$ cat src/hw/monitor_pkg.sv
// package: register map, field positions, reset values and timing of the monitor control block
package monitor_pkg;

    ////////////////////////////////////////////////////////////////////////////////
    // register offsets on the management register port
    localparam logic [7:0] CFG_ONE_ADDR = 8'h40;
    localparam logic [7:0] STATUS_ONE_ADDR = 8'h41;
    localparam logic [7:0] STATUS_TWO_ADDR = 8'h42;
    localparam logic [7:0] MASK_ONE_ADDR = 8'h43;

    ////////////////////////////////////////////////////////////////////////////////
    // configuration field positions
    localparam int CFG_RUN_BIT = 0;
    localparam int CFG_ALERT_EN_BIT = 1;
    localparam int CFG_OVERTEMP_EN_BIT = 2;
    localparam int CFG_INT_CLEAR_BIT = 3;
    localparam int CFG_RESET_PULSE_BIT = 4;
    localparam int CFG_OVERTEMP_RELEASE_BIT = 6;
    localparam int CFG_INIT_BIT = 7;

    // bits held in the configuration flops; 4, 6 and 7 are strobes
    localparam logic [7:0] CFG_STORE_MASK = 8'h2F;

    ////////////////////////////////////////////////////////////////////////////////
    // status two field positions
    localparam int ST2_SUPPLY_12V_BIT = 0;
    localparam int ST2_CORE_TWO_BIT = 1;
    localparam int ST2_CHASSIS_BIT = 4;
    localparam int ST2_OVERTEMP_IN_BIT = 5;
    localparam int ST2_DIODE_ONE_BIT = 6;
    localparam int ST2_DIODE_TWO_BIT = 7;
    localparam logic [7:0] ST2_VALID_MASK = 8'hF3;

    // status one bits that temperature interrupts also set
    localparam int ST1_INT_TEMP_BIT = 4;
    localparam int ST1_REMOTE_TEMP_BIT = 5;

    ////////////////////////////////////////////////////////////////////////////////
    // reset values
    localparam logic [7:0] CFG_ONE_RESET = 8'h00;
    localparam logic [7:0] STATUS_RESET = 8'h00;
    localparam logic [7:0] MASK_ONE_RESET = 8'h00;
    localparam logic [7:0] READ_UNMAPPED = 8'h00;

    ////////////////////////////////////////////////////////////////////////////////
    // timing
    localparam int CORE_CLK_HZ = 50_000_000;
    localparam int RESET_PULSE_MS = 45;
    localparam int RESET_PULSE_CYCLES = RESET_PULSE_MS * (CORE_CLK_HZ / 1000);

endpackage

$ cat src/hw/hw_monitor_irq_control.sv
// module: configuration, interrupt status, mask and alert logic of the hardware monitor
// Summary of operation
// config bit 0 runs monitor, zero standby
// clearing run never releases interrupt outputs
// run starts channel scanning and limit compare
// host programs limits before setting run
// config bit 1 enables active-low alert output
// bit 3 releases alert, pauses monitoring
// bit 4 gives 45 ms low reset pulse
// bit 6 releases over-temperature output only
// bit 7 restores defaults and self-clears
// status one bits flag channel limit violations
// temperature interrupts also set bits 4, 5
// status two flags 12 V, core two
// status two bit 4 on chassis intrusion
// bit 5 when overtemp pin pulled low
// bits 6, 7 flag diode faults
// reading status clears the returned bits
// still-violating channels raise a new indication
// mask one bit blocks status from alert
// host masks repeating voltage interrupts
// alert latches on unmasked status until cleared
module hw_monitor_irq_control
    import monitor_pkg::*;
#(
    parameter int PULSE_CYCLES = RESET_PULSE_CYCLES
) (
    input wire logic core_clk,
    input wire logic reset,
    input wire logic [7:0] reg_addr,
    input wire logic [7:0] reg_wdata,
    input wire logic reg_wr,
    input wire logic reg_rd,
    input wire logic [7:0] limit_one,
    input wire logic [1:0] limit_two,
    input wire logic [1:0] temp_irq,
    input wire logic diode_one_fault,
    input wire logic diode_two_fault,
    input wire logic overtemp_condition,
    input wire logic chassis_pin,
    input wire logic overtemp_pin_n_in,
    output logic overtemp_pin_n_out_q,
    output logic overtemp_pin_n_oe_n_q,
    output logic [7:0] reg_rdata_q,
    output logic reg_ack_q,
    output logic alert_n_q,
    output logic reset_out_n_q,
    output logic monitor_run_q
);

    logic [7:0] cfg_q;
    logic [7:0] status_one_q;
    logic [7:0] status_one_d;
    logic [7:0] status_two_q;
    logic [7:0] status_two_d;
    logic [7:0] mask_one_q;
    logic [1:0] pin_s1_q;
    logic [1:0] pin_s2_q;
    logic [1:0] pin_s3_q;
    logic [1:0] pin_stable_q;
    logic chassis_seen_q;
    logic [3:0] drive_hist_q;
    logic alert_hold_q;
    logic overtemp_hold_q;
    logic pulse_busy;
    logic cfg_wr;
    logic init_wr;
    logic release_wr;
    logic pulse_wr;
    logic rd_one;
    logic rd_two;
    logic monitor_active;
    logic chassis_rise;
    logic external_pull;
    logic alert_pending;
    logic [7:0] set_one;
    logic [7:0] set_two;

    ////////////////////////////////////////////////////////////////////////////////
    // access decode
    assign cfg_wr = reg_wr && (reg_addr == CFG_ONE_ADDR);
    assign init_wr = cfg_wr && reg_wdata[CFG_INIT_BIT];
    assign release_wr = cfg_wr && reg_wdata[CFG_OVERTEMP_RELEASE_BIT];
    assign pulse_wr = cfg_wr && reg_wdata[CFG_RESET_PULSE_BIT] && !init_wr;
    assign rd_one = reg_rd && (reg_addr == STATUS_ONE_ADDR);
    assign rd_two = reg_rd && (reg_addr == STATUS_TWO_ADDR);

    // monitoring needs run and stops while the alert clear is held
    assign monitor_active = cfg_q[CFG_RUN_BIT] && !cfg_q[CFG_INT_CLEAR_BIT];

    ////////////////////////////////////////////////////////////////////////////////
    // configuration; strobe bits are never stored, so they self-clear
    always_ff @(posedge core_clk or posedge reset) begin
        if (reset) begin
            cfg_q <= CFG_ONE_RESET;
        end else if (init_wr) begin
            cfg_q <= CFG_ONE_RESET;
        end else if (cfg_wr) begin
            cfg_q <= reg_wdata & CFG_STORE_MASK;
        end
    end

    // mask one; the host uses it to silence a repeating channel
    always_ff @(posedge core_clk or posedge reset) begin
        if (reset) begin
            mask_one_q <= MASK_ONE_RESET;
        end else if (init_wr) begin
            mask_one_q <= MASK_ONE_RESET;
        end else if (reg_wr && (reg_addr == MASK_ONE_ADDR)) begin
            mask_one_q <= reg_wdata;
        end
    end

    ////////////////////////////////////////////////////////////////////////////////
    // pin synchronisers: the value moves once stages two and three agree
    generate
        for (genvar i = 0; i < 2; i++) begin : g_pin_sync
            always_ff @(posedge core_clk or posedge reset) begin
                if (reset) begin
                    pin_s1_q[i] <= (i == 1);
                    pin_s2_q[i] <= (i == 1);
                    pin_s3_q[i] <= (i == 1);
                    pin_stable_q[i] <= (i == 1); // idle levels, no false edge after reset
                end else begin
                    pin_s1_q[i] <= (i == 0) ? chassis_pin : overtemp_pin_n_in;
                    pin_s2_q[i] <= pin_s1_q[i];
                    pin_s3_q[i] <= pin_s2_q[i];
                    if (pin_s2_q[i] == pin_s3_q[i]) begin
                        pin_stable_q[i] <= pin_s3_q[i];
                    end
                end
            end
        end
    endgenerate

    // chassis edge memory and our own recent drive of the overtemp pin
    always_ff @(posedge core_clk or posedge reset) begin
        if (reset) begin
            chassis_seen_q <= 1'b0;
            drive_hist_q <= 4'h0;
        end else begin
            chassis_seen_q <= pin_stable_q[0];
            drive_hist_q <= {drive_hist_q[2:0], ~overtemp_pin_n_oe_n_q};
        end
    end

    assign chassis_rise = pin_stable_q[0] && !chassis_seen_q;
    // ignore our own low until the synchroniser has flushed it
    assign external_pull = !pin_stable_q[1] && (drive_hist_q == 4'h0) &&
        !overtemp_hold_q;

    ////////////////////////////////////////////////////////////////////////////////
    // status set terms; comparator inputs are levels, so a channel still out
    // of limits keeps its bit set through a read, since the set wins over the clear
    always_comb begin
        set_one = limit_one & {8{monitor_active}};
        set_one[ST1_INT_TEMP_BIT] = set_one[ST1_INT_TEMP_BIT] ||
            (temp_irq[0] && monitor_active);
        set_one[ST1_REMOTE_TEMP_BIT] = set_one[ST1_REMOTE_TEMP_BIT] ||
            (temp_irq[1] && monitor_active);
        set_two = 8'h00;
        set_two[ST2_SUPPLY_12V_BIT] = limit_two[0] && monitor_active;
        set_two[ST2_CORE_TWO_BIT] = limit_two[1] && monitor_active;
        set_two[ST2_CHASSIS_BIT] = chassis_rise;
        set_two[ST2_OVERTEMP_IN_BIT] = external_pull;
        set_two[ST2_DIODE_ONE_BIT] = diode_one_fault && monitor_active;
        set_two[ST2_DIODE_TWO_BIT] = diode_two_fault && monitor_active;
    end

    // read clears only what it returned; a set in the same cycle wins
    always_comb begin
        status_one_d = (status_one_q & ~(rd_one ? status_one_q : 8'h00)) | set_one;
        status_two_d = (status_two_q & ~(rd_two ? status_two_q : 8'h00)) | set_two;
        if (init_wr) begin
            status_one_d = STATUS_RESET;
            status_two_d = STATUS_RESET;
        end
    end

    always_ff @(posedge core_clk or posedge reset) begin
        if (reset) begin
            status_one_q <= STATUS_RESET;
            status_two_q <= STATUS_RESET;
        end else begin
            status_one_q <= status_one_d;
            status_two_q <= status_two_d & ST2_VALID_MASK;
        end
    end

    ////////////////////////////////////////////////////////////////////////////////
    // alert latch; run going low is not a release path
    assign alert_pending = ((status_one_q & ~mask_one_q) != 8'h00) ||
        (status_two_q != 8'h00);

    always_ff @(posedge core_clk or posedge reset) begin
        if (reset) begin
            alert_hold_q <= 1'b0;
        end else if (init_wr || cfg_q[CFG_INT_CLEAR_BIT]) begin
            alert_hold_q <= 1'b0;
        end else if (alert_pending && cfg_q[CFG_ALERT_EN_BIT]) begin
            alert_hold_q <= 1'b1;
        end
    end

    always_ff @(posedge core_clk or posedge reset) begin
        if (reset) begin
            alert_n_q <= 1'b1;
            monitor_run_q <= 1'b0;
        end else begin
            alert_n_q <= !(alert_hold_q && cfg_q[CFG_ALERT_EN_BIT]);
            monitor_run_q <= monitor_active;
        end
    end

    ////////////////////////////////////////////////////////////////////////////////
    // over-temperature output; a live condition beats the release
    always_ff @(posedge core_clk or posedge reset) begin
        if (reset) begin
            overtemp_hold_q <= 1'b0;
        end else if (overtemp_condition && cfg_q[CFG_OVERTEMP_EN_BIT]) begin
            overtemp_hold_q <= 1'b1;
        end else if (release_wr || init_wr) begin
            overtemp_hold_q <= 1'b0;
        end
    end

    // open drain: only ever pulls low
    always_ff @(posedge core_clk or posedge reset) begin
        if (reset) begin
            overtemp_pin_n_out_q <= 1'b0;
            overtemp_pin_n_oe_n_q <= 1'b1;
        end else begin
            overtemp_pin_n_out_q <= 1'b0;
            overtemp_pin_n_oe_n_q <= !overtemp_hold_q;
        end
    end

    ////////////////////////////////////////////////////////////////////////////////
    // reset pulse; the busy flag doubles as the readable bit 4
    pulse_timer #(
        .CYCLES(PULSE_CYCLES)
    ) u_reset_pulse (
        .core_clk(core_clk),
        .reset(reset),
        .start(pulse_wr),
        .busy_q(pulse_busy)
    );

    always_ff @(posedge core_clk or posedge reset) begin
        if (reset) begin
            reset_out_n_q <= 1'b1;
        end else begin
            reset_out_n_q <= !pulse_busy;
        end
    end

    ////////////////////////////////////////////////////////////////////////////////
    // register read port; data is sampled before the read clears it
    always_ff @(posedge core_clk or posedge reset) begin
        if (reset) begin
            reg_rdata_q <= READ_UNMAPPED;
            reg_ack_q <= 1'b0;
        end else begin
            reg_ack_q <= reg_rd || reg_wr;
            if (reg_rd) begin
                case (reg_addr)
                    CFG_ONE_ADDR: begin
                        reg_rdata_q <= cfg_q | {3'h0, pulse_busy, 4'h0};
                    end
                    STATUS_ONE_ADDR: begin
                        reg_rdata_q <= status_one_q;
                    end
                    STATUS_TWO_ADDR: begin
                        reg_rdata_q <= status_two_q;
                    end
                    MASK_ONE_ADDR: begin
                        reg_rdata_q <= mask_one_q;
                    end
                    default: begin
                        reg_rdata_q <= READ_UNMAPPED;
                    end
                endcase
            end
        end
    end
endmodule // hw_monitor_irq_control

$ cat src/hw/pulse_timer.sv
// module: fixed-length pulse generator for the programmable reset output
module pulse_timer #(
    parameter int CYCLES = 4
) (
    input wire logic core_clk,
    input wire logic reset,
    input wire logic start,
    output logic busy_q
);

    localparam int CNT_W = $clog2(CYCLES + 1);
    localparam logic [CNT_W-1:0] LAST = CNT_W'(CYCLES - 1);

    logic [CNT_W-1:0] count_q;

    // refuse lengths that cannot form a pulse
    if (CYCLES < 1) begin : g_cycles_check
        $error("pulse_timer: CYCLES must be at least one");
    end

    ////////////////////////////////////////////////////////////////////////////////
    // start while busy is ignored, so a repeat write cannot stretch the pulse
    always_ff @(posedge core_clk or posedge reset) begin
        if (reset) begin
            busy_q <= 1'b0;
            count_q <= '0;
        end else if (!busy_q) begin
            busy_q <= start;
            count_q <= '0;
        end else if (count_q == LAST) begin
            busy_q <= 1'b0;
            count_q <= '0;
        end else begin
            count_q <= count_q + 1'b1;
        end
    end

endmodule // pulse_timer

$ cat config.mk
export PLATFORM = sky130hd
export DESIGN_NAME = hw_monitor_irq_control
export DESIGN_NICKNAME = d
export VERILOG_FILES = /design/src/hw/monitor_pkg.sv /design/src/hw/hw_monitor_irq_control.sv /design/src/hw/pulse_timer.sv
export SDC_FILE = /design/constraint.sdc
export NUM_CORES = 1
export LEC_CHECK = 0
export BUFFER_PORTS_ARGS = -buffer_cell sky130_fd_sc_hd__buf_2
export CAP_MARGIN = 30
export CORE_MARGIN = 5
export CORE_UTILIZATION = 50
export CTS_CLUSTER_DIAMETER = 60
export CTS_CLUSTER_SIZE = 12
export DETAILED_ROUTE_END_ITERATION = 10
export GPL_ROUTABILITY_DRIVEN = 0
export PLACE_DENSITY_LB_ADDON = 0.08
export SETUP_SLACK_MARGIN = 0.3
export SYNTH_ARGS = -nofsm -noshare
export SYNTH_HDL_FRONTEND = slang
export SYNTH_SLANG_ARGS = --single-unit
$ cat constraint.sdc
create_clock -name core_clk -period 3.25 [get_ports core_clk]
set_clock_uncertainty 0.05 [all_clocks]
set_input_delay 0.65 -clock core_clk [delete_from_list [all_inputs] [get_ports core_clk]]
set_output_delay 0.65 -clock core_clk [all_outputs]
set_load 0.1 [all_outputs]
# Yosys cells after proc, flatten, opt, wreduce, memory -nomap -nowiden
# Index checks and enable logic that the tools add are counted.
[totals]
regBits = 81
input_bits = 37
output_inout_bits = 14
wordCells = 101
[classes]
n_addsub = 1
eq_ne = 7
n_mux = 17
bitwise = 11
n_reduce_logical = 41
[op_table]
columns = ["cell", "n"]
rows = [
  ["$mux W8", 8],
  ["$mux W22", 2],
  ["$and A8 B8 Y8", 4],
  ["$eq A8 B7 Y1 const B", 4],
  ["$pmux W8 S4", 1],
  ["$not A8 Y8", 3],
  ["$add A22 B1 Y22 const B", 1],
  ["$eq A22 B22 Y1 const B", 1],
  ["$logic_and A1 B1 Y1", 21],
  ["$or A8 B8 Y8", 2],
  ["$reduce_bool A8 Y1", 2],
  ["$or A8 B5 Y8", 1],
  ["$reduce_bool A2 Y1", 4],
  ["$logic_not A1 Y1", 7],
  ["$logic_or A1 B1 Y1", 6],
  ["$mux W1", 6],
  ["$logic_not A4 Y1", 1],
  ["$eq A1 B1 Y1", 2],
  ["$not A1 Y1", 1],
]

# Logic depth before layout (Yosys ltp)
# Gate-level depths: netlist (run 1).
[logic_depth]
ltp_word = 7
mapped_depth = 6
depth_no_buf = 5

# Modules after synthesis
# Synthesis (run 1) repeated with hierarchy kept, for this count alone.
[unflattened]
cells_unflattened = 327
area_unflattened_um2 = 3557.2
[by_module_without_submodules]
columns = ["mod", "n_inst", "cells_each", "area_per_inst_um2", "seq_area_each_um2"]
rows = [
  ["hw_monitor_irq_control", 1, 204, 2374.8, 1385.1],
  ["pulse_timer", 1, 123, 1182.4, 575.6],
]

# Worst setup path after synthesis (run 1)
# OpenSTA, ideal clock, no wires.
[synth_path]
path_kind = "input-to-reg"
from = "input port reg_addr[3]"
to = "register status_one_q[0]"
setup_time_ns = 0.121
arrival_ns = 2.129
required_ns = 3.079
setup_slack_ns = 0.950
cell_stages = 6
n_path_buf = 2
cell_sequence = "or4_4 > buf_6 > or4_4 > buf_6 > a22oi_1 > nor2_1"
[synth_between]
elab_chain_cells = 7
elab_cells_between_ends = 10
cone_classes = "eq/ne (2); mux (2); bitwise (3); reduce/logical (3)"
[synth_rtl]
columns = ["item", "line", "rtl"]
rows = [
  ["from (decl)", "hw_monitor_irq_control.sv:30", "input wire logic [7:0] reg_addr,"],
  ["$eq A8 B7 Y1", "hw_monitor_irq_control.sv:85", "assign rd_one = reg_rd && (reg_addr == STATUS_ONE_ADDR);"],
  ["$logic_and A1 B1 Y1", "hw_monitor_irq_control.sv:85", ""],
  ["$mux W8", "hw_monitor_irq_control.sv:172", "status_one_d = (status_one_q & ~(rd_one ? status_one_q : 8'h00)) | set_one;"],
  ["$not A8 Y8", "hw_monitor_irq_control.sv:172", ""],
  ["$and A8 B8 Y8", "hw_monitor_irq_control.sv:172", ""],
  ["$or A8 B8 Y8", "hw_monitor_irq_control.sv:172", ""],
  ["$mux W8 (*)", "hw_monitor_irq_control.sv:174", "if (init_wr) begin"],
  ["net status_one_d[0]", "hw_monitor_irq_control.sv:53", "logic [7:0] status_one_d;"],
  ["to (signal assigned)", "hw_monitor_irq_control.sv:185", "status_one_q <= status_one_d;"],
  ["to (decl)", "hw_monitor_irq_control.sv:52", "logic [7:0] status_one_q;"],
]
# Mark *: on every way through the listed nets, which the timed path passes. The rest lies on a longest branch.
# A chain may end at the register's enable or synchronous reset.

# Final worst setup path (run 1)
[layout_path]
from = "register u_reset_pulse.count_q[0]"
to = "register u_reset_pulse.count_q[20]"
[layout_between]
elab_chain_cells = 3
elab_cells_between_ends = 4
cone_classes = "add/sub (1); eq/ne (1); mux (2)"
[layout_rtl]
columns = ["item", "line", "rtl"]
rows = [
  ["from (decl)", "pulse_timer.sv:14", "logic [CNT_W-1:0] count_q;"],
  ["from (signal assigned)", "pulse_timer.sv:34", "count_q <= count_q + 1'b1;"],
  ["$add A22 B1 Y22 or $eq A22 B22 Y1 (tied branches)", "pulse_timer.sv:34, pulse_timer.sv:30", ""],
  ["$mux W22 (*)", "pulse_timer.sv:30", "end else if (count_q == LAST) begin"],
  ["$mux W22 (*)", "pulse_timer.sv:27", "end else if (!busy_q) begin"],
]
# Mark *: on every way between the ends. The rest lies on a longest branch, timed or not.

==> run metrics, run 1 <==
EDFF count, synth=0; simple-gate share of the synthesized area=19.53%; Setup CP Type=reg -> reg; top cell type's share of synthesized area=50.81%; nature of the critical path startpoint=register; CTS tree=built; vias per cell=5.566; arrival time at the worst endpoint=2.29 ns; fin util=59.13%; crit-path cells=ha_1, nand4_1, nor4_1, mux2i_1, nor3_1; layout cells sized above 1=23.40%; maximum vdd drop=274.4 uV; port bufs=49; Max Freq=0.4750 GHz; fin crit share=64.78%; layout filler cell count=582; worst hold path depth=0; pwr dens=510.8 mW/mm^2; Synth area leaders=dfrtp_1 51%, dfstp_2 5.3%, nor2_1 4.8%; Synth area leader=dfrtp_1; clock-pin slew on the worst setup and hold paths=0.08 ns; post_cts resized=0; post-synthesis cell area=0.003497 sq mm; largest family of logic cells by synthesized area=simple AND/OR/NAND/NOR gates; Starting Density=51.47%; Worst-Margin Slew=0.8346 ns; core area=0.006794 sq mm; Fin. Hold Viols=0; Synth Area per Inst=10.89 sq um; CP Data Required Time=3.43 ns; Netlist cell types=47; vias in the first global route=2507; CTS sink cnt=78; Max-slew headroom=44.15%; TritonCTS Buffers=9; deepest clock path buffer count=2; H-tree Lvls=3; WL/cell=16.51 microns; row count=30; Synth Register Bits=78; largest net degree at the start of global routing=47; post-synthesis mux area share=6.118%; crit path max fanout=5; Net Count, Synth=359; worst path buffer plus inverter count=0; Synth async-reset ratio=100.0%; Max stage delay on crit path=0.76 ns; DRC=0; setup ws final=1.145 ns; drt initial violations=165; post-synthesis sequential area ratio=56.06%; # Post-CTS Setup Buffers=0; Die H=93.63 microns; crit end category=register; first-pass GRT wire length=12790 microns; Leakage=1.766 nW; vias=2627; Most used DFF post-synth=dfrtp_1; Setup Slack @ Placement=0.7958 ns; P&R area growth vs syn=14.88%; CTS root buffer=clkbuf_8; drt first pass iters=4; Crit-path slowest cell=nor4_1; worst skew pair latency=0.34 ns; initial antenna violation count=0; final setup violation count=0; post-synthesis adder-cell area fraction=0.9302%; Synth Area in Compound Gates=9.302%; Worst R2R Path Depth=5; post-route minimum period=2.105 ns; Die W=93.63 microns; synth warn=0; Synth Area in XOR/XNOR=3.757%; die area=0.008767 sq mm; Post-Syn Instances=321; CP Depth=5; Max-cap violations=0; status=complete, no violations; GRT Util Overall=18.77%; nets@finish=409; hold_buf cts=0; Hold Crit Class=reg -> reg; Final Max Tran Viols=0; unrepaired setup endpoints after global routing=no; delay-heaviest family, CP=simple AND/OR/NAND/NOR gates; Antenna diodes=0; post-DP HPWL=5513 microns; sum of negative setup slack=0 ns; Congestion Overflow GR=0; I/O pin count=51; final wirelength=7792 microns; remaining antenna violation count after routing=0
[stage by stage]
| step | total power [W] | cells | area [sq um] | hold slack, ns |
|---|---|---|---|---|
| 2_1_floorplan | 0.001311 | 321 | 3497 | 0.2812 |
| 3_3_place_gp | 0.001402 | 456 | 3842 | 0.2862 |
| 3_5_place_dp | 0.001407 | 456 | 3842 | 0.3002 |
| 4_1_cts | 0.002055 | 472 | 4018 | 0.3152 |
| 5_1_grt | 0.002135 | 472 | 4018 | 0.3189 |
| 6_report | 0.002052 | 472 | 4018 | 0.3119 |
[worst reg2reg max path, cell delays in order, from the launching register on]
cell and delay [ns]:
dfrtp_1 0.39, ha_1 0.21, nand4_1 0.24, nor4_1 0.76, mux2i_1 0.28, nor3_1 0.07
[synth_stat cells, drive strengths merged, types with 7 or more instances]
| master | n |
|---|---|
| a21oi | 8 |
| a22oi | 14 |
| buf | 7 |
| clkbuf | 7 |
| dfrtp | 71 |
| dfstp | 7 |
| inv | 18 |
| mux2i | 9 |
| nand2 | 13 |
| nand2b | 7 |
| nand3 | 8 |
| nand4 | 8 |
| nor2 | 45 |
| nor3 | 9 |
| nor4 | 11 |
| o21ai | 11 |
| o2bb2ai | 8 |
| xnor2 | 13 |
[metal layers]
layer / vias up / GRT usage [%] / routed length (microns)
li1: 1241 / - / -
met1: 1301 / 27.50 / 3760
met2: 77 / 27.87 / 3613
met3: 8 / 4.505 / 354
met4: 0 / 5.295 / 64
met5: - / 0 / 0
[kinds of logic (layout without fill, tap and decap cells)]
kind of cell | Yosys count | in the layout
buf+inv | 33 | 88
compound gates | 48 | 48
mux | 16 | 16
xor+xnor | 15 | 15
flops | 78 | 78
other cells | 1 | 1
simple gates | 127 | 127
fa+ha+maj | 3 | 3
[sequential cells by signal, summed over array words and instances (netlist names)]
signal / flops
status_two_q: 6
reset_out_n_q: 1
cfg_q: 5
u_reset_pulse.count_q: 22
overtemp_pin_n_oe_n_q: 1
mask_one_q: 8
alert_n_q: 1
pin_stable_q: 2
pin_s1_q: 2
drive_hist_q: 4
overtemp_hold_q: 1
pin_s3_q: 2
u_reset_pulse.busy_q: 1
status_one_q: 8
pin_s2_q: 2
reg_rdata_q: 8
alert_hold_q: 1
chassis_seen_q: 1
reg_ack_q: 1
monitor_run_q: 1
[path summary, 6_finish.rpt]
path	start	endpoint	slack, ns
setup / recovery	u_reset_pulse.count_q[0]$_DFF_PP0_	u_reset_pulse.count_q[20]$_DFF_PP0_	1.14
hold / removal	pin_s1_q[1]$_DFF_PP1_	pin_s2_q[1]$_DFF_PP1_	0.31
setup reg to reg	u_reset_pulse.count_q[0]$_DFF_PP0_	u_reset_pulse.count_q[20]$_DFF_PP0_	1.14
hold reg to reg	pin_s1_q[1]$_DFF_PP1_	pin_s2_q[1]$_DFF_PP1_	0.31
max in group asynchronous	reset	reset_out_n_q$_DFF_PP1_	2.03
min in group asynchronous	reset	drive_hist_q[2]$_DFF_PP0_	0.37
[where the power goes]
group,switching [W],internal (W)
clock,0.000361,0.000299
combinational,0.000150,0.000111
sequential,0.0000748,0.00106
[layout by cell type (no fill, tap or decap), types with 3 or more instances in the layout]
| cell | instances |
|---|---|
| a21oi_1 | 8 |
| a22oi_1 | 14 |
| buf_2 | 49 |
| clkbuf_8 | 10 |
| dfrtp_1 | 71 |
| dfstp_2 | 7 |
| inv_1 | 17 |
| mux2_2 | 3 |
| mux2i_1 | 9 |
| mux4_2 | 4 |
| nand2_1 | 13 |
| nand2b_1 | 7 |
| nand3_1 | 8 |
| nand3b_1 | 6 |
| nand4_1 | 8 |
| nor2_1 | 45 |
| nor3_1 | 8 |
| nor4_1 | 10 |
| o21ai_0 | 10 |
| o2bb2ai_1 | 8 |
| o31ai_1 | 3 |
| or4_1 | 4 |
| xnor2_1 | 13 |
[layout make-up]
type	instances	area, sq um	share of cell area, %
clock buffers	11	141.4	3.519
multi-input cells	210	1390	34.60
well taps	96	120.1	2.990
flip-flops and latches	78	1961	48.80
repair buffers	53	300.3	7.474
clock inverters	5	33.78	0.8409
inverters	19	71.32	1.775
Power figures use the tool's default switching activity.
==> run 2: changes to the inputs <==
--- a/config.mk
+++ b/config.mk
@@ -5,6 +5,7 @@
 export SDC_FILE = /design/constraint.sdc
 export NUM_CORES = 1
 export LEC_CHECK = 0
+export ABC_AREA = 1
 export BUFFER_PORTS_ARGS = -buffer_cell sky130_fd_sc_hd__buf_2
 export CAP_MARGIN = 30
 export CORE_MARGIN = 5
==> constraint.sdc (replaced) <==
create_clock -name core_clk -period 1.92 [get_ports core_clk]
set_clock_uncertainty 0.05 [all_clocks]
set_input_delay 0.384 -clock core_clk [delete_from_list [all_inputs] [get_ports core_clk]]
set_output_delay 0.384 -clock core_clk [all_outputs]
set_load 0.1 [all_outputs]
==> run metrics, run 2 <==
most frequent cells in the layout=126 x nand2_1, 71 x dfrtp_1, 64 x nor2_1; sum of negative setup slack=0 ns; Congestion Overflow GR=0; top cell type's share of synthesized area=47.35%; Die H=96.63 microns; CTS sink cnt=78; I/O pin count=51; Final Max Tran Viols=0; Post-Syn Instances=468; post-DP HPWL=6232 microns; P&R area growth vs syn=16.17%; core area=0.007292 sq mm; remaining antenna violation count after routing=0; nets@finish=561; delay-heaviest family, CP=buffers and inverters; crit end category=primary output; Synth Area per Inst=8.018 sq um; synth warn=0; maximum vdd drop=755.9 uV; Synth area leaders=dfrtp_1 47%, nand2_1 13%, nand3_1 8.5%; Starting Density=51.46%; drt initial violations=210; vias=3154; Max-cap violations=0; TritonCTS Buffers=9; deepest clock path buffer count=2; CTS root buffer=clkbuf_8; post-synthesis sequential area ratio=52.25%; Setup CP Type=reg -> out; top cells by count, synth=127 x nand2_1, 71 x dfrtp_1, 68 x nor2_1; Synth Register Bits=78; vias per cell=5.030; Synth async-reset ratio=100.0%; worst path buffer plus inverter count=1; Net Count, Synth=506; EDFF count, synth=0; fin crit share=82.34%; layout filler cell count=704; CTS tree=built; status=complete, no violations; vias in the first global route=3082; Largest register FFs=22; row count=31; post-route minimum period=1.581 ns; nature of the critical path startpoint=register; RR Endpoint=u_reset_pulse.busy_q$_DFF_PP0_; GRT Util Overall=19.22%; total power=0.003542 W; arrival time at the worst endpoint=1.15 ns; # Post-CTS Setup Buffers=0; Max stage delay on crit path=0.43 ns; placed cell area=0.004108 sq mm; Most used DFF post-synth=dfrtp_1; Crit-path slowest cell=buf_2; largest register by flop count=u_reset_pulse.count_q; DRC=0; Leakage=2.234 nW; crit-path cells=buf_2; post-synthesis cell area=0.003752 sq mm; pwr dens=812.6 mW/mm^2; die area=0.009337 sq mm; WL/cell=13.41 microns; Max Freq=0.6325 GHz; Final Instance Area=0.004359 sq mm; final setup violation count=0; Final Non-Filler Cells=627; Worst R2R Path Depth=8; Reg2Reg Setup Slack=0.43 ns; layout cells sized above 1=18.94%; commonest non-fill, non-tap cell in the layout=nand2_1; worst skew pair latency=0.36 ns; first-pass GRT wire length=14720 microns; Antenna diodes=0; CP Data Required Time=1.49 ns; Fin. Hold Viols=0; Die W=96.63 microns; unrepaired setup endpoints after global routing=yes; crit path max fanout=2; clock-pin slew on the worst setup and hold paths=0.09 ns; drt first pass iters=5; Netlist cell types=29; initial antenna violation count=0; DP Cell Count=611; final wirelength=8410 microns; port bufs=49; RR Startpoint=u_reset_pulse.count_q[0]$_DFF_PP0_; largest net degree at the start of global routing=79; Hold Crit Class=in -> async; top-count cell post-synth=nand2_1; H-tree Lvls=3; Synth area leader=dfrtp_1
[run 2: layout make-up]
cell class / instances / area, sq um / area share [%]
flip-flops and latches: 78 / 1961 / 44.98
multi-input cells: 332 / 1587 / 36.39
repair buffers: 54 / 319.1 / 7.319
inverters: 48 / 183.9 / 4.219
clock buffers: 12 / 155.1 / 3.559
well taps: 99 / 123.9 / 2.842
clock inverters: 4 / 30.03 / 0.6889
[run 2: worst max-delay path by stage]
| stage | slack, ns | from | depth (start not counted) | to |
|---|---|---|---|---|
| floorplan | 0.48 | u_reset_pulse.count_q[0]$_DFF_PP0_ | 8 | u_reset_pulse.busy_q$_DFF_PP0_ |
| global placement | 0.23 | reg_addr[7] | 8 | status_one_q[0]$_DFF_PP0_ |
| detailed placement | 0.19 | reg_addr[2] | 7 | status_two_q[6]$_DFF_PP0_ |
| CTS | 0.31 | overtemp_pin_n_oe_n_q$_DFF_PP1_ | 1 | overtemp_pin_n_oe_n_q |
| global route | 0.26 | u_reset_pulse.count_q[0]$_DFF_PP0_ | 8 | u_reset_pulse.busy_q$_DFF_PP0_ |
| finish | 0.34 | reg_rdata_q[6]$_DFFE_PP0P_ | 1 | reg_rdata_q[6] |
[run 2: report_power, final]
part           internal [W]  switching (W)  leakage, nW
Combinational      0.000153       0.000277         1.18
Clock              0.000545       0.000606       0.0930
Sequential          0.00182       0.000146        0.965
Total               0.00251        0.00103         2.23
[run 2: repair_timing]
item	in CTS	in global routing
pin swaps	1	2
resized for setup	5	13
setup endpoints to repair	11	17
hold buffers	0	0
gates cloned	0	0
[run 2: cells by family (layout without fill, tap and decap cells)]
| kind of cell | after synthesis | after routing | synth area share (%) |
|---|---|---|---|
| AOI/OAI and AO/OA | 41 | 41 | 5.469 |
| other | 1 | 1 | 0.09994 |
| and+or+nand+nor | 278 | 278 | 32.61 |
| xor gates and xnor gates | 9 | 9 | 2.101 |
| buffers and inverters | 58 | 118 | 6.602 |
| DFF | 78 | 78 | 52.25 |
| adders and majority gates | 3 | 3 | 0.8669 |
[run 2: worst min-delay path: cells and delay by family]
kind	cells	cell delay (ns)
buffers and inverters	3	0.51
[run 2: per-stage QoR]
step / setup WS, ns / hold slack (ns) / utilization, %
after global routing: 0.2644 / 0.05746 / 59.78
after floorplan: 0.4756 / 0.2812 / -
after detailed placement: 0.1918 / 0.2957 / 56.33
after CTS: 0.3095 / 0.06701 / 59.08
final: 0.3390 / 0.07435 / 59.78
after global placement: 0.2316 / 0.2830 / 56.33
[run 2: per-layer routing]
metal / up-vias / routed length, microns / global-route usage [%]
li1: 1595 / - / -
met1: 1454 / 4317 / 29.12
met2: 92 / 3460 / 26.70
met3: 13 / 492 / 4.748
met4: 0 / 138 / 6.587
met5: - / 0 / 0
==> run 3: changes to the inputs <==
--- a/config.mk
+++ b/config.mk
@@ -5,7 +5,7 @@
 export SDC_FILE = /design/constraint.sdc
 export NUM_CORES = 1
 export LEC_CHECK = 0
-export ABC_AREA = 1
+export ABC_AREA = 0
 export BUFFER_PORTS_ARGS = -buffer_cell sky130_fd_sc_hd__buf_2
 export CAP_MARGIN = 30
 export CORE_MARGIN = 5
==> constraint.sdc (replaced) <==
create_clock -name core_clk -period 1.5 [get_ports core_clk]
set_clock_uncertainty 0.05 [all_clocks]
set_input_delay 0.3 -clock core_clk [delete_from_list [all_inputs] [get_ports core_clk]]
set_output_delay 0.3 -clock core_clk [all_outputs]
set_load 0.1 [all_outputs]
==> run metrics, run 3 (synthesis results as in run 1) <==
crit-path cells=ha_2, nand4_1, nor4_4, buf_4, mux2i_1, nor3_1; CP Depth=6; clock-pin slew on the worst setup and hold paths=0.08 ns; maximum vdd drop=726.5 uV; deepest clock path buffer count=2; Worst setup endpoint=u_reset_pulse.count_q[20]$_DFF_PP0_; row count=30; DRC=0; Hold Crit Class=in -> reg; Die H=93.63 microns; Crit-path slowest cell=dfrtp_1; vias in the first global route=3036; CTS tree=built; Max Freq=0.5887 GHz; Antenna diodes=0; Max stage delay on crit path=0.38 ns; crit path max fanout=3; Worst R2R Path Depth=6; Max-cap violations=0; largest net degree at the start of global routing=48; nets@finish=488; worst path buffer plus inverter count=1; drt initial violations=163; nature of the critical path startpoint=register; layout cells sized above 1=52.09%; Fin. Hold Viols=0; H-tree Lvls=3; fin crit share=113.2%; RR Endpoint=u_reset_pulse.count_q[20]$_DFF_PP0_; setup ws final=-0.1986 ns; Setup Slack @ Placement=-0.5400 ns; Largest register FFs=22; remaining antenna violation count after routing=0; pwr dens=931.0 mW/mm^2; CP Data Required Time=1.67 ns; Setup CP Type=reg -> reg; vias=2987; P&R area growth vs syn=53.35%; unrepaired setup endpoints after global routing=yes; core area=0.006794 sq mm; commonest non-fill, non-tap cell in the layout=buf_4; crit end category=register; CTS sink cnt=78; first-pass GRT wire length=15290 microns; post-DP HPWL=6050 microns; Final Non-Filler Cells=551; delay-heaviest family, CP=simple AND/OR/NAND/NOR gates; Final Max Tran Viols=0; post-route minimum period=1.699 ns; hold_sp=reg_wr; worst skew pair latency=0.34 ns; die area=0.008767 sq mm; sum of negative setup slack=-3.841 ns; largest register by flop count=u_reset_pulse.count_q; WL/cell=17.67 microns; DP Cell Count=508; most frequent cells in the layout=64 x buf_4, 61 x dfrtp_1, 35 x buf_2; RR Startpoint=u_reset_pulse.count_q[0]$_DFF_PP0_; GRT Util Overall=22.44%; final wirelength=9734 microns; initial antenna violation count=0; Leakage=2.345 nW; vias per cell=5.421; status=finished with violations; port bufs=49; Congestion Overflow GR=0; CTS root buffer=clkbuf_8; arrival time at the worst endpoint=1.87 ns; fin util=78.93%; Die W=93.63 microns; Critical path origin=u_reset_pulse.count_q[0]$_DFF_PP0_; Reg2Reg Setup Slack=-0.20 ns; TritonCTS Buffers=9; Starting Density=51.47%; final setup violation count=51; Hold Slack=0.1359 ns; drt first pass iters=4; failing checks=negative setup slack; I/O pin count=51
## run 3: final cells by class
| type | instances | area [sq um] |
|---|---|---|
| repair buffers | 132 | 1175 |
| fillers | 427 | 1431 |
| flip-flops and latches | 78 | 1973 |
| clock buffers | 12 | 155.1 |
| multi-input cells | 210 | 1794 |
| clock inverters | 4 | 70.07 |
| well taps | 96 | 120.1 |
| inverters | 19 | 75.07 |
## run 3: worst min path at each step
stage                             to  cells after the start
2_1_floorplan  pin_s1_q[1]$_DFF_PP1_                      0
6_report         reg_ack_q$_DFF_PP0_                      2
3_3_place_gp   pin_s2_q[0]$_DFF_PP0_                      0
5_1_grt          reg_ack_q$_DFF_PP0_                      2
3_5_place_dp   pin_s2_q[0]$_DFF_PP0_                      0
4_1_cts          reg_ack_q$_DFF_PP0_                      2
## run 3: timing repair
action | 4_1_cts | 5_1_grt
pin swaps | 14 | 16
gates resized for setup | 80 | 39
setup buffers | 13 | 7
cloned | 3 | 1
setup endpoints to repair | 73 | 73
endpoints found under the hold margin | 43 | 0
hold buffers | 3 | 0
## run 3: per-stage QoR
stage	instance area [sq um]	power (W)
finish	5363	0.004993
detailed placement	4423	0.003146
global route	5363	0.005196
CTS	5116	0.004987
global placement	4423	0.003125
floorplan	3701	0.002905
## run 3: metal layers
metal / global-route usage, % / part of all wire, %
met2: 34.07 / 48
met3: 3.862 / 5.4
met1: 32.28 / 44
met5: 0 / 0
met4: 8.544 / 1.9
## run 3: worst reg2reg max path, delay by kind of cell (launching register included)
family,cells,cell delay [ns]
simple gates,3,0.56
flops,1,0.38
fa+ha+maj,1,0.21
mux,1,0.21
buf+inv,1,0.17
## run 3: power breakdown
part           total, W  internal (W)  switching, W  leakage, nW
Clock           0.00178       0.00102      0.000755        0.116
Sequential      0.00247       0.00229      0.000183        0.915
Combinational  0.000741      0.000356      0.000385         1.31
Total           0.00499       0.00367       0.00132         2.34
